## src/inc/seq_pkg.sv

```systemverilog
// Shared constants, register map and carrier types of the multistep speed sequencer.
package seq_pkg;

  localparam int SEG_COUNT = 16;
  localparam int SEG_IDX_W = 4;
  localparam int TIME_W = 16;
  localparam int SP_W = 16;
  localparam int MAG_W = 15;
  localparam int RET_W = 7;

  // Register byte offsets on the Avalon slave.
  localparam logic [7:0] ADDR_CTRL = 8'h00;
  localparam logic [7:0] ADDR_CONFIG = 8'h04;
  localparam logic [7:0] ADDR_STATUS = 8'h08;
  localparam logic [7:0] ADDR_SAVED = 8'h0C;
  localparam logic [1:0] REGION_TIME = 2'h1;
  localparam logic [1:0] REGION_SETPOINT = 2'h2;

  // Field positions.
  localparam int CTRL_RUN_BIT = 0;
  localparam int CTRL_STOP_BIT = 1;
  localparam int CFG_MODE_LSB = 0;
  localparam int CFG_UNIT_BIT = 8;
  localparam int CFG_TARGET_BIT = 12;
  localparam int CFG_RET_LSB = 16;
  localparam int ST_STAGE_LSB = 0;
  localparam int ST_RUNNING_BIT = 4;
  localparam int ST_HOLDING_BIT = 5;
  localparam int ST_POWER_LOST_BIT = 6;
  localparam int ST_SAVED_BIT = 7;
  localparam int ST_ELAPSED_LSB = 16;
  localparam int SEG_RAMP_LSB = 16;

  // Field encodings and reset values.
  localparam logic [1:0] EOC_STOP = 2'h0;
  localparam logic [1:0] EOC_HOLD = 2'h1;
  localparam logic [1:0] EOC_REPEAT = 2'h2;
  localparam logic [RET_W-1:0] RET_DEFAULT = 7'h00;
  localparam logic UNIT_SECONDS = 1'b0;
  localparam logic UNIT_HOURS = 1'b1;
  localparam logic TARGET_FREQ = 1'b0;
  localparam logic TARGET_VOLT = 1'b1;

  // Setpoints are tenths of a percent.
  localparam logic signed [SP_W-1:0] SP_MAX = 16'sh03E8;
  localparam logic signed [SP_W-1:0] SP_MIN = -16'sh03E8;

  // Timing: one running-time count is a tenth of the selected unit.
  localparam int CLK_PERIOD_NS = 10;
  localparam int TENTH_SECOND_NS = 100_000_000;
  localparam int TENTH_CYCLES_DEFAULT = TENTH_SECOND_NS / CLK_PERIOD_NS;
  localparam int TENTHS_PER_HOUR_TENTH = 3600;
  localparam int HOUR_DIV_W = 12;

  typedef struct packed {
    logic [1:0] ramp;
    logic [TIME_W-1:0] run_time;
    logic signed [SP_W-1:0] setpoint;
  } seg_s;

  typedef struct packed {
    logic [MAG_W-1:0] freq;
    logic reverse;
    logic [MAG_W-1:0] volt;
    logic [1:0] ramp;
  } drive_cmd_s;

endpackage

```

## src/verilog/multistep_speed_sequencer.sv

```systemverilog
// Sixteen-segment setpoint sequencer with its Avalon-MM register slave.
//
// Register access over Avalon-MM and the register addresses were left to the implementer.
`timescale 1ns/1ps
`default_nettype none
module multistep_speed_sequencer #(
  parameter int TENTH_CYCLES = seq_pkg::TENTH_CYCLES_DEFAULT
) (
  input wire logic SYS_CLK,
  input wire logic RESET_N,
  input wire logic [7:0] AVS_ADDRESS,
  input wire logic AVS_READ,
  input wire logic AVS_WRITE,
  input wire logic [31:0] AVS_WRITEDATA,
  input wire logic [3:0] AVS_BYTEENABLE,
  output logic [31:0] AVS_READDATA,
  output logic AVS_WAITREQUEST,
  input wire logic POWER_FAIL,
  output logic [seq_pkg::MAG_W-1:0] FREQ_COMMAND,
  output logic REVERSE,
  output logic [seq_pkg::MAG_W-1:0] VOLTAGE_COMMAND,
  output logic [1:0] RAMP_SET,
  output logic RUNNING,
  output logic [seq_pkg::SEG_IDX_W-1:0] STAGE,
  output logic CYCLE_DONE
);
  import seq_pkg::*;

  localparam int DIV_W = $clog2(TENTH_CYCLES + 1);

  typedef enum logic [2:0] {IDLE, SEEK, FETCH, RUN, HOLD} state_e;

  function automatic logic [MAG_W-1:0] magnitude(input logic signed [SP_W-1:0] sp);
    logic signed [SP_W-1:0] pos;
    pos = (sp < 0) ? -sp : sp;
    return pos[MAG_W-1:0];
  endfunction

  function automatic logic signed [SP_W-1:0] clamp(input logic [SP_W-1:0] raw);
    logic signed [SP_W-1:0] v;
    v = signed'(raw);
    if (v > SP_MAX) begin
      return SP_MAX;
    end else if (v < SP_MIN) begin
      return SP_MIN;
    end
    return v;
  endfunction

  function automatic logic [31:0] merge(input logic [31:0] old, input logic [31:0] val,
                                         input logic [3:0] be);
    logic [31:0] res;
    res = old;
    for (int b = 0; b < 4; b++) begin
      if (be[b]) begin
        res[b*8 +: 8] = val[b*8 +: 8];
      end
    end
    return res;
  endfunction

  // Digits other than 0 and 1 behave as 0, so a stray value never retains.
  function automatic logic digit_set(input logic [RET_W-1:0] ret, input logic tens);
    logic [RET_W-1:0] d;
    d = tens ? RET_W'(ret / 7'd10) : RET_W'(ret % 7'd10);
    return d == 7'd1;
  endfunction

  // Bus group.
  logic [1:0] phase, next_phase;
  logic next_wait;
  logic [31:0] bus_word, next_bus_word;
  logic [1:0] eoc_mode, next_eoc_mode;
  logic time_unit, next_time_unit;
  logic target, next_target;
  logic [RET_W-1:0] retention_select, next_retention_select;
  logic run_req, next_run_req, stop_req, next_stop_req;
  logic [31:0] merged;
  logic mem_we, mem_write_time;
  seg_s mem_wdata, mem_q_bus, mem_q_seq;

  // Sequencer group.
  state_e state, next_state;
  logic [SEG_IDX_W-1:0] seg, next_seg;
  logic [TIME_W-1:0] elapsed, next_elapsed;
  seg_s cur, next_cur;
  logic had_active, next_had_active;
  logic power_lost, next_power_lost;
  logic pf_meta, pf_sync;
  logic saved_valid, next_saved_valid;
  logic [SEG_IDX_W-1:0] saved_stage, next_saved_stage;
  logic [TIME_W-1:0] saved_elapsed, next_saved_elapsed;
  logic signed [SP_W-1:0] saved_sp, next_saved_sp;
  drive_cmd_s cmd, next_cmd;
  logic next_running, next_cycle_done, step, drive_on;
  logic tenth_tick, hour_tick, unit_tick, timing;

  seg_mem u_mem (
    .clk(SYS_CLK),
    .reset_n(RESET_N),
    .we(mem_we),
    .write_time(mem_write_time),
    .waddr(AVS_ADDRESS[5:2]),
    .wdata(mem_wdata),
    .raddr_a(AVS_ADDRESS[5:2]),
    .rdata_a(mem_q_bus),
    .raddr_b(seg),
    .rdata_b(mem_q_seq)
  );

  assign timing = (state == RUN) && !power_lost;

  tick_divider #(.WIDTH(DIV_W)) u_tenth (
    .clk(SYS_CLK),
    .reset_n(RESET_N),
    .enable(timing),
    .clear(!timing),
    .period(DIV_W'(TENTH_CYCLES)),
    .tick(tenth_tick)
  );

  tick_divider #(.WIDTH(HOUR_DIV_W)) u_hour (
    .clk(SYS_CLK),
    .reset_n(RESET_N),
    .enable(timing && tenth_tick),
    .clear(!timing),
    .period(HOUR_DIV_W'(TENTHS_PER_HOUR_TENTH)),
    .tick(hour_tick)
  );

  assign unit_tick = (time_unit == UNIT_HOURS) ? hour_tick : tenth_tick;

  // Every access answers two cycles after it is raised, so memory reads need no stall path.
  always_comb begin
    next_phase = phase;
    next_wait = AVS_WAITREQUEST;
    next_bus_word = bus_word;
    next_eoc_mode = eoc_mode;
    next_time_unit = time_unit;
    next_target = target;
    next_retention_select = retention_select;
    next_run_req = 1'b0;
    next_stop_req = 1'b0;
    merged = merge(bus_word, AVS_WRITEDATA, AVS_BYTEENABLE);
    mem_we = 1'b0;
    mem_write_time = AVS_ADDRESS[7:6] == REGION_TIME;
    mem_wdata.run_time = merged[TIME_W-1:0];
    mem_wdata.ramp = merged[SEG_RAMP_LSB +: 2];
    mem_wdata.setpoint = clamp(merged[SP_W-1:0]);
    unique case (phase)
      2'h0: begin
        if (AVS_READ || AVS_WRITE) begin
          next_phase = 2'h1;
        end
      end
      2'h1: begin
        next_phase = 2'h2;
        next_wait = 1'b0;
        next_bus_word = '0;
        if (AVS_ADDRESS == ADDR_CONFIG) begin
          next_bus_word[CFG_MODE_LSB +: 2] = eoc_mode;
          next_bus_word[CFG_UNIT_BIT] = time_unit;
          next_bus_word[CFG_TARGET_BIT] = target;
          next_bus_word[CFG_RET_LSB +: RET_W] = retention_select;
        end else if (AVS_ADDRESS == ADDR_STATUS) begin
          next_bus_word[ST_STAGE_LSB +: SEG_IDX_W] = seg;
          next_bus_word[ST_RUNNING_BIT] = RUNNING;
          next_bus_word[ST_HOLDING_BIT] = state == HOLD;
          next_bus_word[ST_POWER_LOST_BIT] = power_lost;
          next_bus_word[ST_SAVED_BIT] = saved_valid;
          next_bus_word[ST_ELAPSED_LSB +: TIME_W] = elapsed;
        end else if (AVS_ADDRESS == ADDR_SAVED) begin
          next_bus_word[SP_W-1:0] = saved_sp;
          next_bus_word[ST_ELAPSED_LSB +: SEG_IDX_W] = saved_stage;
        end else if (AVS_ADDRESS[1:0] == 2'h0 && AVS_ADDRESS[7:6] == REGION_TIME) begin
          next_bus_word[TIME_W-1:0] = mem_q_bus.run_time;
          next_bus_word[SEG_RAMP_LSB +: 2] = mem_q_bus.ramp;
        end else if (AVS_ADDRESS[1:0] == 2'h0 && AVS_ADDRESS[7:6] == REGION_SETPOINT) begin
          next_bus_word = 32'(mem_q_bus.setpoint);
        end
      end
      default: begin
        next_phase = 2'h0;
        next_wait = 1'b1;
        if (AVS_WRITE) begin
          if (AVS_ADDRESS == ADDR_CTRL && AVS_BYTEENABLE[0]) begin
            next_run_req = AVS_WRITEDATA[CTRL_RUN_BIT];
            next_stop_req = AVS_WRITEDATA[CTRL_STOP_BIT];
          end else if (AVS_ADDRESS == ADDR_CONFIG) begin
            next_eoc_mode = merged[CFG_MODE_LSB +: 2];
            next_time_unit = merged[CFG_UNIT_BIT];
            next_target = merged[CFG_TARGET_BIT];
            next_retention_select = merged[CFG_RET_LSB +: RET_W];
          end else if (AVS_ADDRESS[1:0] == 2'h0 &&
                       (AVS_ADDRESS[7:6] == REGION_TIME ||
                        AVS_ADDRESS[7:6] == REGION_SETPOINT)) begin
            mem_we = 1'b1;
          end
        end
      end
    endcase
  end

  always_ff @(posedge SYS_CLK or negedge RESET_N) begin
    if (!RESET_N) begin
      phase <= 2'h0;
      AVS_WAITREQUEST <= 1'b1;
      bus_word <= 32'h0000_0000;
      eoc_mode <= EOC_STOP;
      time_unit <= UNIT_SECONDS;
      target <= TARGET_FREQ;
      retention_select <= RET_DEFAULT;
      run_req <= 1'b0;
      stop_req <= 1'b0;
    end else begin
      phase <= next_phase;
      AVS_WAITREQUEST <= next_wait;
      bus_word <= next_bus_word;
      eoc_mode <= next_eoc_mode;
      time_unit <= next_time_unit;
      target <= next_target;
      retention_select <= next_retention_select;
      run_req <= next_run_req;
      stop_req <= next_stop_req;
    end
  end

  assign AVS_READDATA = bus_word;

  // Sequencer: a table walk reads one segment per two cycles through the second read port.
  always_comb begin
    next_state = state;
    next_seg = seg;
    next_elapsed = elapsed;
    next_cur = cur;
    next_had_active = had_active;
    next_power_lost = pf_sync;
    next_saved_valid = saved_valid;
    next_saved_stage = saved_stage;
    next_saved_elapsed = saved_elapsed;
    next_saved_sp = saved_sp;
    next_cycle_done = 1'b0;
    step = 1'b0;
    if (stop_req) begin
      if (state != IDLE) begin
        next_state = IDLE;
        if (digit_set(retention_select, 1'b1)) begin
          next_saved_valid = 1'b1;
          next_saved_stage = seg;
          next_saved_elapsed = elapsed;
          next_saved_sp = cur.setpoint;
        end
      end
    end else if (power_lost) begin
      // While power is gone the stage, elapsed time and running value stand frozen.
      if (!pf_sync && state != IDLE && !digit_set(retention_select, 1'b0)) begin
        next_state = SEEK;
        next_seg = '0;
        next_elapsed = '0;
        next_had_active = 1'b0;
      end
    end else if (run_req && (state == IDLE || state == HOLD)) begin
      next_state = SEEK;
      next_had_active = 1'b0;
      if (digit_set(retention_select, 1'b1) && saved_valid) begin
        next_seg = saved_stage;
        next_elapsed = saved_elapsed;
      end else begin
        next_seg = '0;
        next_elapsed = '0;
      end
      next_saved_valid = 1'b0;
    end else begin
      unique case (state)
        IDLE, HOLD: begin
        end
        SEEK: begin
          next_state = FETCH;
        end
        FETCH: begin
          if (mem_q_seq.run_time == '0) begin
            step = 1'b1;
          end else begin
            next_cur = mem_q_seq;
            next_had_active = 1'b1;
            next_state = RUN;
          end
        end
        RUN: begin
          if (elapsed >= cur.run_time) begin
            step = 1'b1;
          end else if (unit_tick) begin
            next_elapsed = elapsed + TIME_W'(1);
          end
        end
      endcase
    end
    if (step) begin
      next_elapsed = '0;
      if (seg == SEG_IDX_W'(SEG_COUNT - 1)) begin
        next_cycle_done = 1'b1;
        next_seg = '0;
        if (!next_had_active) begin
          next_state = IDLE;
        end else if (eoc_mode == EOC_HOLD) begin
          next_state = HOLD;
        end else if (eoc_mode == EOC_REPEAT) begin
          next_state = SEEK;
          next_had_active = 1'b0;
        end else begin
          next_state = IDLE;
        end
      end else begin
        next_seg = seg + SEG_IDX_W'(1);
        next_state = SEEK;
      end
    end
    drive_on = (next_state != IDLE) && !next_power_lost && next_had_active;
    next_running = next_state != IDLE;
    next_cmd = '0;
    if (drive_on) begin
      next_cmd.ramp = next_cur.ramp;
      if (target == TARGET_FREQ) begin
        next_cmd.freq = magnitude(next_cur.setpoint);
        next_cmd.reverse = next_cur.setpoint < 0;
      end else begin
        next_cmd.volt = magnitude(next_cur.setpoint);
      end
    end
  end

  always_ff @(posedge SYS_CLK or negedge RESET_N) begin
    if (!RESET_N) begin
      pf_meta <= 1'b0;
      pf_sync <= 1'b0;
      state <= IDLE;
      seg <= '0;
      elapsed <= '0;
      cur <= '0;
      had_active <= 1'b0;
      power_lost <= 1'b0;
      saved_valid <= 1'b0;
      saved_stage <= '0;
      saved_elapsed <= '0;
      saved_sp <= '0;
      cmd <= '0;
      RUNNING <= 1'b0;
      STAGE <= '0;
      CYCLE_DONE <= 1'b0;
    end else begin
      pf_meta <= POWER_FAIL;
      pf_sync <= pf_meta;
      state <= next_state;
      seg <= next_seg;
      elapsed <= next_elapsed;
      cur <= next_cur;
      had_active <= next_had_active;
      power_lost <= next_power_lost;
      saved_valid <= next_saved_valid;
      saved_stage <= next_saved_stage;
      saved_elapsed <= next_saved_elapsed;
      saved_sp <= next_saved_sp;
      cmd <= next_cmd;
      RUNNING <= next_running;
      STAGE <= next_seg;
      CYCLE_DONE <= next_cycle_done;
    end
  end

  assign FREQ_COMMAND = cmd.freq;
  assign REVERSE = cmd.reverse;
  assign VOLTAGE_COMMAND = cmd.volt;
  assign RAMP_SET = cmd.ramp;
endmodule
`default_nettype wire

```

## src/verilog/seg_mem.sv

```systemverilog
// Segment table memory with field-masked writes and two registered read ports.
`timescale 1ns/1ps
`default_nettype none
module seg_mem (
  input wire logic clk,
  input wire logic reset_n,
  input wire logic we,
  input wire logic write_time,
  input wire logic [seq_pkg::SEG_IDX_W-1:0] waddr,
  input wire seq_pkg::seg_s wdata,
  input wire logic [seq_pkg::SEG_IDX_W-1:0] raddr_a,
  output seq_pkg::seg_s rdata_a,
  input wire logic [seq_pkg::SEG_IDX_W-1:0] raddr_b,
  output seq_pkg::seg_s rdata_b
);
  import seq_pkg::*;

  seg_s mem [SEG_COUNT];
  seg_s next_mem [SEG_COUNT];

  always_comb begin
    next_mem = mem;
    if (we) begin
      if (write_time) begin
        next_mem[waddr].run_time = wdata.run_time;
        next_mem[waddr].ramp = wdata.ramp;
      end else begin
        next_mem[waddr].setpoint = wdata.setpoint;
      end
    end
  end

  // Every segment resets to zero time, ramp set 0 and zero setpoint.
  always_ff @(posedge clk or negedge reset_n) begin
    if (!reset_n) begin
      for (int i = 0; i < SEG_COUNT; i++) begin
        mem[i] <= '0;
      end
      rdata_a <= '0;
      rdata_b <= '0;
    end else begin
      mem <= next_mem;
      rdata_a <= mem[raddr_a];
      rdata_b <= mem[raddr_b];
    end
  end
endmodule
`default_nettype wire

```

## src/verilog/tick_divider.sv

```systemverilog
// Enable-gated divider that emits a one-cycle pulse every period enabled cycles.
`timescale 1ns/1ps
`default_nettype none
module tick_divider #(
  parameter int WIDTH = 24
) (
  input wire logic clk,
  input wire logic reset_n,
  input wire logic enable,
  input wire logic clear,
  input wire logic [WIDTH-1:0] period,
  output logic tick
);
  logic [WIDTH-1:0] count;
  logic [WIDTH-1:0] next_count;
  logic next_tick;

  always_comb begin
    next_count = count;
    next_tick = 1'b0;
    if (clear) begin
      next_count = '0;
    end else if (enable) begin
      if (count >= period - WIDTH'(1)) begin
        next_count = '0;
        next_tick = 1'b1;
      end else begin
        next_count = count + WIDTH'(1);
      end
    end
  end

  always_ff @(posedge clk or negedge reset_n) begin
    if (!reset_n) begin
      count <= '0;
      tick <= 1'b0;
    end else begin
      count <= next_count;
      tick <= next_tick;
    end
  end
endmodule
`default_nettype wire
```

## config.mk

```make
export PLATFORM = sky130hd
export DESIGN_NAME = multistep_speed_sequencer
export DESIGN_NICKNAME = d
export VERILOG_FILES = /design/src/inc/seq_pkg.sv /design/src/verilog/multistep_speed_sequencer.sv /design/src/verilog/seg_mem.sv /design/src/verilog/tick_divider.sv
export SDC_FILE = /design/constraint.sdc
export NUM_CORES = 2
export LEC_CHECK = 0
export ABC_AREA = 1
export CAP_MARGIN = 20
export CORE_UTILIZATION = 33
export DETAILED_ROUTE_END_ITERATION = 10
export DONT_BUFFER_PORTS = 1
export SLEW_MARGIN = 20
export SYNTH_ARGS = -nofsm -noshare
export SYNTH_HDL_FRONTEND = slang
export SYNTH_SLANG_ARGS = --single-unit
```

## constraint.sdc

```tcl
create_clock -name SYS_CLK -period 3.36 [get_ports SYS_CLK]
set_input_delay 0.168 -clock SYS_CLK [delete_from_list [all_inputs] [get_ports SYS_CLK]]
set_output_delay 0.168 -clock SYS_CLK [all_outputs]
set_load 0.01 [all_outputs]
```

==> impl_metrics.json <==
{
  "worstHoldPathType": "in2async",
  "period_needed_ps": 3229,
  "ir_worst_vdd_mv": 0.4832,
  "vias_per_cell": 5.540,
  "synth.most_common_cell": "o21ai_0",
  "pre_cts_slack_ps": 292.8,
  "crit_type": "reg2reg",
  "num_rows": 128,
  "antenna_found_initial": 7,
  "post-dp-hpwl_um": 89080,
  "start_util_pct": 33.34,
  "cp-end-kind": "flop",
  "ys_seq_area_share_pct": 51.04,
  "clock-sinks": 831,
  "holdWs_ps": -760.3,
  "cts_inserted_buffers": 93,
  "portBuffers": 0,
  "dieWidth_um": 353.4,
  "syn_nets": 5003,
  "path_clk_slew_ps": 70,
  "arrival_ps": 3750,
  "hold_viol": 486,
  "r2r-start": "AVS_READDATA[5]",
  "power_mw": 29.09,
  "start_kind": "flop",
  "synth-edff-count": 0,
  "timing.final.ws_setup_ps": 131.4,
  "synth_top_cell_by_area": "dfrtp_1",
  "status": "finished with violations",
  "r2r_cells": 12,
  "syn_inst": 4930,
  "rsz0062_at_grt": "no",
  "first_global_vias": 34330,
  "grt_max_degree": 832,
  "cp_max_fo": 14,
  "ys_top_cells_by_count": "914 x o21ai_0, 900 x nand2_1, 830 x dfrtp_1, 398 x inv_1, 329 x a21oi_1",
  "htreeDepth": 3,
  "layout.nets": 4917,
  "vias": 36270,
  "synthFlopType": "dfrtp_1",
  "synth.area.top_cells": "dfrtp_1 51%, o21ai_0 11%, nand2_1 8.3%",
  "r2r-end": "u_mem.mem[41]",
  "cap_viol_max_count": 0,
  "tritoncts": "done",
  "clock_latency_ps": 680,
  "avgSynthCellArea_um2": 8.264,
  "drc": 0,
  "area_growth_pct": 13.14,
  "synth_area_um2": 40740,
  "wl_per_cell_um": 21.71,
  "drt_iter0_markers": 4970,
  "postRouteAntennaNets": 0,
  "core-area_um2": 122200,
  "fin_cells": 6547,
  "drtPass1Iterations": 6,
  "cts-hold-fix-buffers": 25,
  "worst_slew_pin_slew_ps": 3935,
  "synth_top_area_share_pct": 50.98,
  "synth.lib_cells_used.distinct": 67,
  "ios": 121,
  "max_freq_mhz": 309.7,
  "place.gp.congestion": 0.9172,
  "cts-root-buf": "clkbuf_16",
  "fin_crit_sh_pct": 96.09,
  "ff2ff_setup_slack_ps": 130,
  "power.leakage_nw": 20.35,
  "finalSetupViolCount": 0,
  "die-area_um2": 124900,
  "synthArstFlopShare_pct": 100.0,
  "fin_skew_ps": 25.41,
  "slew_headroom_pct": -162.3,
  "dp_cells": 6349,
  "cts_buffer_depth": 3,
  "fin_tns_setup_ps": 0,
  "die_y_um": 353.4,
  "nFillCells": 12340,
  "ys_warn_count": 0,
  "drive_above_1_share_pct": 8.393,
  "routed_wl_um": 142100,
  "synth_seq_cells": 831,
  "slew_viol_final": 768,
  "required_ps": 3880,
  "cp-startpoint": "AVS_READDATA[5]",
  "violations": "negative hold slack, max-slew violations",
  "powerDensity_nw_per_um2": 631.2,
  "grt_use_total_pct": 22.14,
  "grt.overflow.total": 0,
  "grt_pass1_wl_um": 214400
}
## worst max-delay path: stages (launching register included)
cell and delay, ps:
dfrtp_1 420, inv_1 100, o21ai_0 80, dlygate4sd3_1 560
buf_4 180, inv_1 150, nand3_1 90, a2111oi_0 410
nor3_1 150, a21oi_4 300, o21ai_1 230, inv_2 280
o21ai_0 110
## metrics by stage
stage,area [µm²],utilization [%]
after global routing,46090,37.72
after CTS,46090,37.72
final,46100,37.72
after detailed placement,42560,34.83
after global placement,42560,34.83
after floorplan,40740,-
## placed cells by master (no fill, tap or decap), types with 90 or more instances in the layout
cell type,count
inv_1,393
o21ai_1,90
a22oi_1,186
nand3_1,152
o21ai_0,907
clkbuf_16,95
nor2_1,314
buf_4,120
o22ai_1,104
dfrtp_1,827
a21oi_1,329
nand2_1,896
## repair_timing
item                                    4_1_cts  5_1_grt
endpoints found under the hold margin       882      831
gates resized for setup                       0        1
buffers inserted                              0        0
endpoints found under the setup margin        0        5
## area by class of cell
cell class              instances  area [µm²]  area share [%]
diodes                          1       2.502        0.005429
clock buffers                 140        2796           6.066
clock inverters                32       485.5           1.053
inverters                     421        1595           3.461
multi-input cells            3340       16990           36.85
flip-flops and latches        831       20810           45.13
well taps                    1625        2033           4.411
repair buffers                157        1391           3.018
## cells by family (layout without fill, tap and decap cells)
family          count (synthesis)  after routing  share of synthesized area, %
xor+xnor                       19             19                        0.4084
compound gates               1734           1734                         23.70
simple gates                 1558           1558                         16.62
buf+inv                       759            750                         7.367
flops                         831            831                         51.04
other cells                     0              1                             0
mux                             5              5                        0.1228
fa+ha+maj                      24             24                        0.7370
## worst max path at each step
stage | end | slack, ps | cells past startpoint
6_report | u_mem.mem[41] | 130 | 12
2_1_floorplan | elapsed[0] | 840 | 19
5_1_grt | u_mem.mem[41] | 30 | 12
4_1_cts | u_mem.mem[41] | 180 | 12
3_5_place_dp | FREQ_COMMAND[8] | 290 | 19
3_3_place_gp | FREQ_COMMAND[8] | 320 | 19
## routing by layer
layer	routed length (µm)	up-vias	track usage, %
met3	14450	296	5.700
met1	59630	17590	29.88
met4	5179	10	8.346
met5	62	-	0
met2	62820	1780	33.98
li1	-	16600	-
## state kept, by name, summed over array words and instances (netlist names), 4 cells and up
register          flops
AVS_READDATA         32
FREQ_COMMAND         15
VOLTAGE_COMMAND      15
cur                  34
elapsed              16
retention_select      7
saved_elapsed        16
saved_sp             16
saved_stage           4
seg                   4
u_hour.count         12
u_mem.mem           544
u_mem.rdata_a        34
u_mem.rdata_b        34
u_tenth.count        24
## report_power, final
| part | total (mW) | leakage [nW] | internal (mW) | switching [mW] |
|---|---|---|---|---|
| combinational | 6.82 | 8.05 | 1.92 | 4.90 |
| clock | 10.9 | 1.62 | 6.53 | 4.38 |
| sequential | 11.4 | 10.7 | 10.7 | 0.623 |
| total | 29.1 | 20.3 | 19.2 | 9.90 |
Power figures use the tool's default switching activity.
